[src/rtl/foei_cfg.svh]
// Constants for the FIFO output extraction and interlock block
`ifndef FOEI_CFG_SVH
`define FOEI_CFG_SVH
`define FOEI_WORD_W 4
`define FOEI_SHIFTS 3'h4
`define FOEI_CNT_ZERO 3'h0
`define FOEI_CNT_ONE 3'h1
`define FOEI_PINS 8
`define FOEI_SYNC_RST 8'hf5
`define FOEI_PIN_ARST 0
`define FOEI_PIN_TOP 1
`define FOEI_PIN_TOS 2
`define FOEI_PIN_SERIAL_OUT_SHIFT_CLOCK 3
`define FOEI_PIN_IES 4
`define FOEI_PIN_OES 5
`define FOEI_PIN_TTS 6
`define FOEI_PIN_EO 7
`define FOEI_WORD_RST 4'h0
`define FOEI_FILL_BIT 1'h0
`define FOEI_BUF_CNT_W 2
`define FOEI_BUF_FULL 2'h2
`define FOEI_BUF_EMPTY 2'h0
`define FOEI_BUF_ONE 2'h1
`endif

[src/rtl/foei_pkg.sv]
// Types shared by the FIFO output extraction block
package foei_pkg;
  typedef enum logic [1:0] {
    FOEI_OR_EMPTY = 2'h0,
    FOEI_OR_HELD = 2'h1,
    FOEI_OR_SHIFT = 2'h3
  } foei_or_state_type;
endpackage

[src/rtl/foei_output.sv]
// Output register, serial shifter, two-entry buffer and array interlock
`timescale 1ns/1ps
`include "foei_cfg.svh"
module foei_output (
  input wire logic i_clk,
  input wire logic i_rst_b,
  input wire logic i_array_reset_n,
  input wire logic i_parallel_transfer_out,
  input wire logic i_serial_transfer_out_n,
  input wire logic i_serial_out_shift_clock,
  input wire logic i_input_slave_enable_n,
  input wire logic i_output_slave_enable_n,
  input wire logic i_stack_load_request_n,
  input wire logic i_parallel_output_enable_n,
  input wire logic i_stack_valid,
  input wire logic [`FOEI_WORD_W-1:0] i_stack_data,
  input wire logic i_input_word_done,
  output logic o_stack_ready,
  output logic [`FOEI_WORD_W-1:0] o_parallel_data,
  output logic o_parallel_data_oe_n,
  output logic o_serial_data_out,
  output logic o_serial_data_oe_n,
  output logic o_output_empty_flag,
  output logic o_input_full_flag_n,
  output logic o_input_init,
  output logic o_master
);

  // ****************************************************************
  // Pin synchronisers
  // ****************************************************************
  logic [`FOEI_PINS-1:0] pin_raw;
  logic [`FOEI_PINS-1:0] meta_reg;
  logic [`FOEI_PINS-1:0] sync_reg;
  logic serial_out_shift_clock_prev_reg;
  logic arst_n;
  logic top;
  logic tos_n;
  logic ies_n;
  logic oes_n;
  logic tts_n;
  logic serial_out_shift_clock_fall;

  // Gather pins so one vector assignment builds every two-stage chain
  always_comb begin
    pin_raw = '0;
    pin_raw[`FOEI_PIN_ARST] = i_array_reset_n;
    pin_raw[`FOEI_PIN_TOP] = i_parallel_transfer_out;
    pin_raw[`FOEI_PIN_TOS] = i_serial_transfer_out_n;
    pin_raw[`FOEI_PIN_SERIAL_OUT_SHIFT_CLOCK] = i_serial_out_shift_clock;
    pin_raw[`FOEI_PIN_IES] = i_input_slave_enable_n;
    pin_raw[`FOEI_PIN_OES] = i_output_slave_enable_n;
    pin_raw[`FOEI_PIN_TTS] = i_stack_load_request_n;
    pin_raw[`FOEI_PIN_EO] = i_parallel_output_enable_n;
  end

  // Two flops per pin; first stage feeds only the second
  // Whole vectors in one process, so each register has a single driver
  // Reset levels match each pin's idle level, so no false edge follows
  always_ff @(posedge i_clk or negedge i_rst_b) begin
    if (!i_rst_b) begin
      meta_reg <= `FOEI_SYNC_RST;
      sync_reg <= `FOEI_SYNC_RST;
    end else begin
      meta_reg <= pin_raw;
      sync_reg <= meta_reg;
    end
  end

  // Shift clock history for edge detection
  always_ff @(posedge i_clk or negedge i_rst_b) begin
    if (!i_rst_b) begin
      serial_out_shift_clock_prev_reg <= 1'b0;
    end else begin
      serial_out_shift_clock_prev_reg <= sync_reg[`FOEI_PIN_SERIAL_OUT_SHIFT_CLOCK];
    end
  end

  // Sampled pin levels
  assign arst_n = sync_reg[`FOEI_PIN_ARST];
  assign top = sync_reg[`FOEI_PIN_TOP];
  assign tos_n = sync_reg[`FOEI_PIN_TOS];
  assign ies_n = sync_reg[`FOEI_PIN_IES];
  assign oes_n = sync_reg[`FOEI_PIN_OES];
  assign tts_n = sync_reg[`FOEI_PIN_TTS];
  assign serial_out_shift_clock_fall = serial_out_shift_clock_prev_reg & ~sync_reg[`FOEI_PIN_SERIAL_OUT_SHIFT_CLOCK];

  // ****************************************************************
  // Two-entry buffer between stack bottom and output register
  // ****************************************************************
  logic [`FOEI_WORD_W-1:0] buf_mem [0:1];
  logic buf_wr_reg;
  logic buf_rd_reg;
  logic [`FOEI_BUF_CNT_W-1:0] buf_cnt_reg;
  logic buf_push;
  logic buf_pop;
  logic buf_valid;

  // Ready and the flags are the only chaining interface
  assign o_stack_ready = arst_n & (buf_cnt_reg != `FOEI_BUF_FULL);
  assign buf_push = i_stack_valid & o_stack_ready;
  assign buf_valid = buf_cnt_reg != `FOEI_BUF_EMPTY;

  // Stored words survive array reset; only pointers and fill count are cleared
  always_ff @(posedge i_clk) begin
    if (buf_push) begin
      buf_mem[buf_wr_reg] <= i_stack_data;
    end
  end

  // Pointers and fill count; array reset empties the buffer
  always_ff @(posedge i_clk or negedge i_rst_b) begin
    if (!i_rst_b) begin
      buf_wr_reg <= 1'b0;
      buf_rd_reg <= 1'b0;
      buf_cnt_reg <= `FOEI_BUF_EMPTY;
    end else if (!arst_n) begin
      buf_wr_reg <= 1'b0;
      buf_rd_reg <= 1'b0;
      buf_cnt_reg <= `FOEI_BUF_EMPTY;
    end else begin
      if (buf_push) begin
        buf_wr_reg <= ~buf_wr_reg;
      end
      if (buf_pop) begin
        buf_rd_reg <= ~buf_rd_reg;
      end
      if (buf_push && !buf_pop) begin
        buf_cnt_reg <= buf_cnt_reg + `FOEI_BUF_ONE;
      end else if (!buf_push && buf_pop) begin
        buf_cnt_reg <= buf_cnt_reg - `FOEI_BUF_ONE;
      end
    end
  end

  // ****************************************************************
  // Master latch and input-side interlock
  // ****************************************************************
  logic master_reg;
  logic req_init_reg;
  logic in_full_reg;
  logic init_pulse;

  // Latch follows slave enable while array reset is held
  always_ff @(posedge i_clk or negedge i_rst_b) begin
    if (!i_rst_b) begin
      master_reg <= 1'b0;
    end else if (!arst_n) begin
      master_reg <= ~ies_n;
    end
  end

  // Master inits at once, slave waits for enable low
  assign init_pulse = req_init_reg & (master_reg | ~ies_n);

  // Request flop set by load request, cleared by initialisation
  always_ff @(posedge i_clk or negedge i_rst_b) begin
    if (!i_rst_b) begin
      req_init_reg <= 1'b0;
    end else if (!arst_n) begin
      req_init_reg <= 1'b0;
    end else if (!tts_n && in_full_reg && !init_pulse) begin
      req_init_reg <= 1'b1;
    end else if (init_pulse) begin
      req_init_reg <= 1'b0;
    end
  end

  // Word-held flag; new word wins over a clearing init
  always_ff @(posedge i_clk or negedge i_rst_b) begin
    if (!i_rst_b) begin
      in_full_reg <= 1'b0;
    end else if (!arst_n) begin
      in_full_reg <= 1'b0;
    end else if (i_input_word_done) begin
      in_full_reg <= 1'b1;
    end else if (init_pulse) begin
      in_full_reg <= 1'b0;
    end
  end

  // Init strobe registered for the input register
  always_ff @(posedge i_clk or negedge i_rst_b) begin
    if (!i_rst_b) begin
      o_input_init <= 1'b0;
    end else begin
      o_input_init <= init_pulse & arst_n;
    end
  end

  assign o_input_full_flag_n = ~in_full_reg;
  assign o_master = master_reg;

  // ****************************************************************
  // Output register control
  // ****************************************************************
  foei_pkg::foei_or_state_type or_state_reg;
  foei_pkg::foei_or_state_type or_state_next;
  logic armed_reg;
  logic oes_seen_reg;
  logic qs_en_reg;
  logic [2:0] shift_cnt_reg;
  logic [`FOEI_WORD_W-1:0] word_reg;
  logic load;
  logic last_shift;
  logic top_fall;
  logic top_prev_reg;

  // Level request; both pins must agree, one load per arming
  assign load = (or_state_reg == foei_pkg::FOEI_OR_EMPTY) & top &
                ~tos_n & armed_reg & buf_valid & arst_n;
  assign buf_pop = load;
  assign last_shift = serial_out_shift_clock_fall &
                      (or_state_reg != foei_pkg::FOEI_OR_EMPTY) &
                      (shift_cnt_reg == `FOEI_SHIFTS - `FOEI_CNT_ONE);
  assign top_fall = top_prev_reg & ~top;

  // Parallel request history
  always_ff @(posedge i_clk or negedge i_rst_b) begin
    if (!i_rst_b) begin
      top_prev_reg <= 1'b0;
    end else begin
      top_prev_reg <= top;
    end
  end

  // Re-armed by request low or by emptying via shifts
  always_ff @(posedge i_clk or negedge i_rst_b) begin
    if (!i_rst_b) begin
      armed_reg <= 1'b1;
    end else if (!arst_n) begin
      armed_reg <= 1'b1;
    end else if (!top || last_shift) begin
      armed_reg <= 1'b1;
    end else if (load) begin
      armed_reg <= 1'b0;
    end
  end

  // Next state of the output register
  always_comb begin
    or_state_next = or_state_reg;
    case (or_state_reg)
      foei_pkg::FOEI_OR_EMPTY: begin
        if (load) begin
          or_state_next = foei_pkg::FOEI_OR_HELD;
        end
      end
      foei_pkg::FOEI_OR_HELD: begin
        if (top_fall) begin
          or_state_next = foei_pkg::FOEI_OR_EMPTY;
        end else if (serial_out_shift_clock_fall) begin
          or_state_next = foei_pkg::FOEI_OR_SHIFT;
        end
      end
      foei_pkg::FOEI_OR_SHIFT: begin
        if (top_fall || last_shift) begin
          or_state_next = foei_pkg::FOEI_OR_EMPTY;
        end
      end
      default: begin
        or_state_next = foei_pkg::FOEI_OR_EMPTY;
      end
    endcase
  end

  // State register; array reset returns to empty
  always_ff @(posedge i_clk or negedge i_rst_b) begin
    if (!i_rst_b) begin
      or_state_reg <= foei_pkg::FOEI_OR_EMPTY;
    end else if (!arst_n) begin
      or_state_reg <= foei_pkg::FOEI_OR_EMPTY;
    end else begin
      or_state_reg <= or_state_next;
    end
  end

  // Slave waits for output enable high after each load
  always_ff @(posedge i_clk or negedge i_rst_b) begin
    if (!i_rst_b) begin
      oes_seen_reg <= 1'b0;
    end else if (!arst_n) begin
      oes_seen_reg <= 1'b0;
    end else if (oes_n) begin
      oes_seen_reg <= 1'b1; // Set wins over the load clear
    end else if (load) begin
      oes_seen_reg <= 1'b0;
    end
  end

  // Shift counter; counts falling edges since the load
  always_ff @(posedge i_clk or negedge i_rst_b) begin
    if (!i_rst_b) begin
      shift_cnt_reg <= `FOEI_CNT_ZERO;
    end else if (load || !arst_n) begin
      shift_cnt_reg <= `FOEI_CNT_ZERO;
    end else if (serial_out_shift_clock_fall &&
                 or_state_reg != foei_pkg::FOEI_OR_EMPTY) begin
      shift_cnt_reg <= shift_cnt_reg + `FOEI_CNT_ONE;
    end
  end

  // Data register; not cleared by array reset
  // Shift clock edges during a load are ignored, load takes priority
  always_ff @(posedge i_clk or negedge i_rst_b) begin
    if (!i_rst_b) begin
      word_reg <= `FOEI_WORD_RST;
    end else if (load) begin
      word_reg <= buf_mem[buf_rd_reg];
    end else if (serial_out_shift_clock_fall &&
                 or_state_reg != foei_pkg::FOEI_OR_EMPTY) begin
      word_reg <= {`FOEI_FILL_BIT, word_reg[`FOEI_WORD_W-1:1]};
    end
  end

  // Serial output enabled on load, released when emptied
  always_ff @(posedge i_clk or negedge i_rst_b) begin
    if (!i_rst_b) begin
      qs_en_reg <= 1'b0;
    end else if (!arst_n || last_shift || top_fall) begin
      qs_en_reg <= 1'b0;
    end else if (load) begin
      qs_en_reg <= 1'b1;
    end
  end

  // Parallel drivers follow the synchronised output enable
  always_ff @(posedge i_clk or negedge i_rst_b) begin
    if (!i_rst_b) begin
      o_parallel_data_oe_n <= 1'b1;
    end else begin
      o_parallel_data_oe_n <= sync_reg[`FOEI_PIN_EO];
    end
  end

  // ****************************************************************
  // Outputs
  // ****************************************************************
  // Flag high only with a held word; slaves gated by enable
  assign o_output_empty_flag =
    (or_state_reg != foei_pkg::FOEI_OR_EMPTY) &
    (master_reg | oes_seen_reg);
  assign o_parallel_data = word_reg;
  assign o_serial_data_out = word_reg[0]; // First bit out is bit 0
  assign o_serial_data_oe_n = ~qs_en_reg;

endmodule // foei_output

[config.mk]
export PLATFORM = sky130hd
export DESIGN_NAME = foei_output
export DESIGN_NICKNAME = d
export VERILOG_FILES = /design/src/rtl/foei_pkg.sv /design/src/rtl/foei_output.sv
export VERILOG_INCLUDE_DIRS = /design/src /design/src/rtl
export SDC_FILE = /design/constraint.sdc
export NUM_CORES = 1
export LEC_CHECK = 0
export ABC_AREA = 1
export BUFFER_PORTS_ARGS = -buffer_cell sky130_fd_sc_hd__buf_4
export CAP_MARGIN = 0
export CELL_PAD_IN_SITES_DETAIL_PLACEMENT = 1
export CELL_PAD_IN_SITES_GLOBAL_PLACEMENT = 2
export CORE_MARGIN = 8
export CORE_UTILIZATION = 38
export DETAILED_ROUTE_END_ITERATION = 16
export MAX_ROUTING_LAYER = met4
export PLACE_DENSITY_LB_ADDON = 0.15
export SLEW_MARGIN = 5
export SYNTH_ARGS = -nofsm -noshare
export SYNTH_HDL_FRONTEND = slang
export SYNTH_SLANG_ARGS = --single-unit
[constraint.sdc]
create_clock -name i_clk -period 2.17 [get_ports i_clk]
set_clock_uncertainty 0.05 [all_clocks]
set_input_delay 0 -clock i_clk [delete_from_list [all_inputs] [get_ports i_clk]]
set_output_delay 0 -clock i_clk [all_outputs]
set_load 0.02 [all_outputs]
==> impl_metrics.csv <==
group,metric,value,unit
placement,place_congestion,0.775,
final_layout,diodes,0,
die,start_util,38.9,%
cts,cts_tree,"built",
route,drtPass1Iterations,4,
power_and_ir_drop,switching_share,29.7,%
setup_path,path_cells,"nand3_2 > nor2_1",
timing,relSlewSlack,67.2,%
setup_path,crit_path_max_incr_delay,0.71,ns
final_layout,regArea,1230,sq um
yosys,yosys.area_share.adder,1.37,%
timing,tightest_slew,0.492,ns
yosys,synthCells,173,
yosys,avgSynthCellArea,10.6,sq um
cts,cts_made_buffers,5,
cts,cts.path.max_buffers,2,
yosys,ys_seq_area_share,67.6,%
die,fp.dieH,85.3,um
yosys,synthArstFlopShare,83.0,%
hold_path,min_path_type,"primary input to register",
die,dieArea,7280,sq um
job,maxCapViolCount,0,
cts,cts_max_level,2,
placement,placed_area,2080,sq um
setup_path,worstPathArrival,1.54,ns
yosys,synth.cell_area,1830,sq um
cts,insertion_delay,0.30,ns
final_layout,fill_cells,534,
yosys,synthXorXnorAreaFrac,0,%
die,rows,25,
die,ios,28,
die,die-width,85.3,um
cts,cts.clk_slew.worst_paths,0.09,ns
yosys,synth_edf_count,8,
final_layout,fin_cells,274,
timing,finalCriticalPeriod,1.62,ns
setup_path,critical_path_peak_fanout,14,
yosys,yosys.area_share.simple,18.6,%
route,wl,4070,um
timing,hold_viol,0,
setup_path,crit_required,2.09,ns
power_and_ir_drop,clockPowerShare,27.3,%
power_and_ir_drop,power,1.96,mW
setup_path,crit_slowest_cell,"dfstp_2",
yosys,synth-compound-area-share,6.10,%
placement,place_hpwl,2940,um
timing,fmax,616,MHz
yosys,yosysTopAreaCell,"dfrtp_1",
yosys,yosysWarningCount,0,
placement,port_buffers,27,
setup_path,critPathCaptureType,"register",
yosys,synth_top_family_by_area,"simple AND/OR/NAND/NOR gates",
route,drc,0,
final_layout,drive_gt1_share,26.4,%
power_and_ir_drop,leakage,1.09,nW
final_layout,post-route-util,49.3,%
yosys,synth.distinct_cells,27,
route,postRouteAntennaNets,0,
grt,grt_max_degree,40,
final_layout,area_delta_synth_final,26.7,%
power_and_ir_drop,power.switching,582,uW
placement,dp_cells,252,
setup_path,critPathKind,"register to register",
timing,finalSetupTns,0,ns
timing,min_period_over_period,74.8,%
grt,antenna_found_initial,0,
route,vias,1277,
timing,rsz0062_at_grt,"false",
timing,drv_slew,0,
cts,clock-sinks,47,
final_layout,final_nets,237,
final_layout,final_area,2310,sq um
route,wl_per_cell,14.8,um
grt,first_global_vias,1457,
yosys,synth_fp_nets,191,
route,post_drt_via_cell_ratio,4.66,
route,drt_iter0_drc,44,
die,core_area,4690,sq um
grt,groute.usage.overall,12.6,%
yosys,yosysMostFrequentCell,"nand2_1",
yosys,synth_common_cells,"nand2_1 (41), dfrtp_1 (25), inv_1 (22), nor2_1 (15), dfstp_2 (14)",
cts,post-cts-setup-buffer-count,0,
setup_path,critPathBufInv,0,
grt,gr-total-overflow,0,
status,status,"completed",
power_and_ir_drop,p_int,1.38,mW
yosys,ys_ff_latch,47,
yosys,synthTopCellsByArea,"dfrtp_1 (34%), dfstp_2 (20%), edfxtp_1 (13%), nand2_1 (8.4%), inv_1 (4.5%)",
setup_path,cp-start-kind,"register",
power_and_ir_drop,pwr-share-seq,53.6,%
setup_path,critical_path.top_delay_family,"flip-flops",
grt,grt_pass1_wl,7120,um
yosys,synth_mux_area_share,0.548,%
final_layout,multi_input_area,485,sq um
yosys,synth_ff_type,"dfrtp_1",
power_and_ir_drop,p_comb_share,19.2,%
cts,cts-root-buf,"clkbuf_8",
yosys,synth_top_area_share,34.3,%
timing,setup_viol,0,
power_and_ir_drop,power.density,847,nW/um^2
power_and_ir_drop,vdd_ir_drop_max,457,uV
==> stage by stage <==
stage          worst slack [ns]  hold WS (ns)
4_1_cts                   0.523        0.0259
2_1_floorplan             0.873        -0.346
6_report                  0.548        0.0317
5_1_grt                   0.429        0.0552
3_3_place_gp              0.640       -0.0571
3_5_place_dp              0.537       -0.0475
==> worst paths after layout <==
check	to	depth (start not counted)	startpoint	slack, ns
max reg2reg	buf_mem[1][3]$_DFFE_PP_	2	sync_reg[0]$_DFF_PN1_	0.55
max	buf_mem[1][3]$_DFFE_PP_	2	sync_reg[0]$_DFF_PN1_	0.55
min	buf_wr_reg$_DFFE_PN0P_	3	i_stack_valid	0.03
min in group asynchronous	serial_out_shift_clock_prev_reg$_DFF_PN0_	2	i_rst_b	0.15
max in group asynchronous	meta_reg[6]$_DFF_PN1_	2	i_rst_b	1.56
min reg2reg	sync_reg[3]$_DFF_PN0_	0	meta_reg[3]$_DFF_PN0_	0.31
==> routing by layer <==
metal	global-route usage, %	part of all wire, %
met1	15.7	48
met2	19.7	49
met3	3.57	2.9
met4	3.50	0.74
met5	-	0
==> cell families after synthesis <==
logic type                 count (synthesis)
and+or+nand+nor                           76
DFF                                       47
adders and majority gates                  2
muxes                                      1
AOI/OAI and AO/OA                         20
buffers and inverters                     27
==> power by group through the flow <==
stage	Clock, mW	Combinational (mW)	Sequential (mW)
floorplan	0	0.178	1.09
global placement	0	0.347	1.06
detailed placement	0	0.363	1.07
CTS	0.557	0.385	1.05
global route	0.591	0.420	1.06
finish	0.534	0.375	1.05
==> cells in the final DEF (no fill, tap or decap), types with 2 or more instances in the layout <==
master,n
nand2_1,41
nor2_1,15
inv_4,2
dfrtp_1,25
o21ai_0,7
o31ai_1,2
dlygate4sd3_1,14
inv_1,22
nor2_4,2
a21oi_1,7
nand4_1,2
edfxtp_1,8
nand2_2,3
a31oi_1,2
dfstp_2,14
inv_2,2
nand3_1,8
buf_4,27
ha_1,2
clkbuf_8,5
==> layout make-up <==
| class | count | share of cell area (%) |
|---|---|---|
| Clock buffer | 5 | 2.97 |
| Clock inverter | 3 | 0.919 |
| Inverter | 25 | 4.06 |
| Multi-Input combinational cell | 99 | 21.0 |
| Sequential cell | 47 | 53.3 |
| Tap cell | 54 | 2.92 |
| Timing Repair Buffer | 41 | 14.8 |
==> worst register-to-register path: cells and delay by family (launching register included) <==
kind	cells	cell delay [ns]
simple gates	2	0.54
flops	1	0.71
==> timing repair <==
action                    in CTS  in global routing
hold endpoints to repair      56                  0
resized for setup              0                  0
hold buffers                  14                  0
No activity file was read; power rests on OpenSTA's default activity.
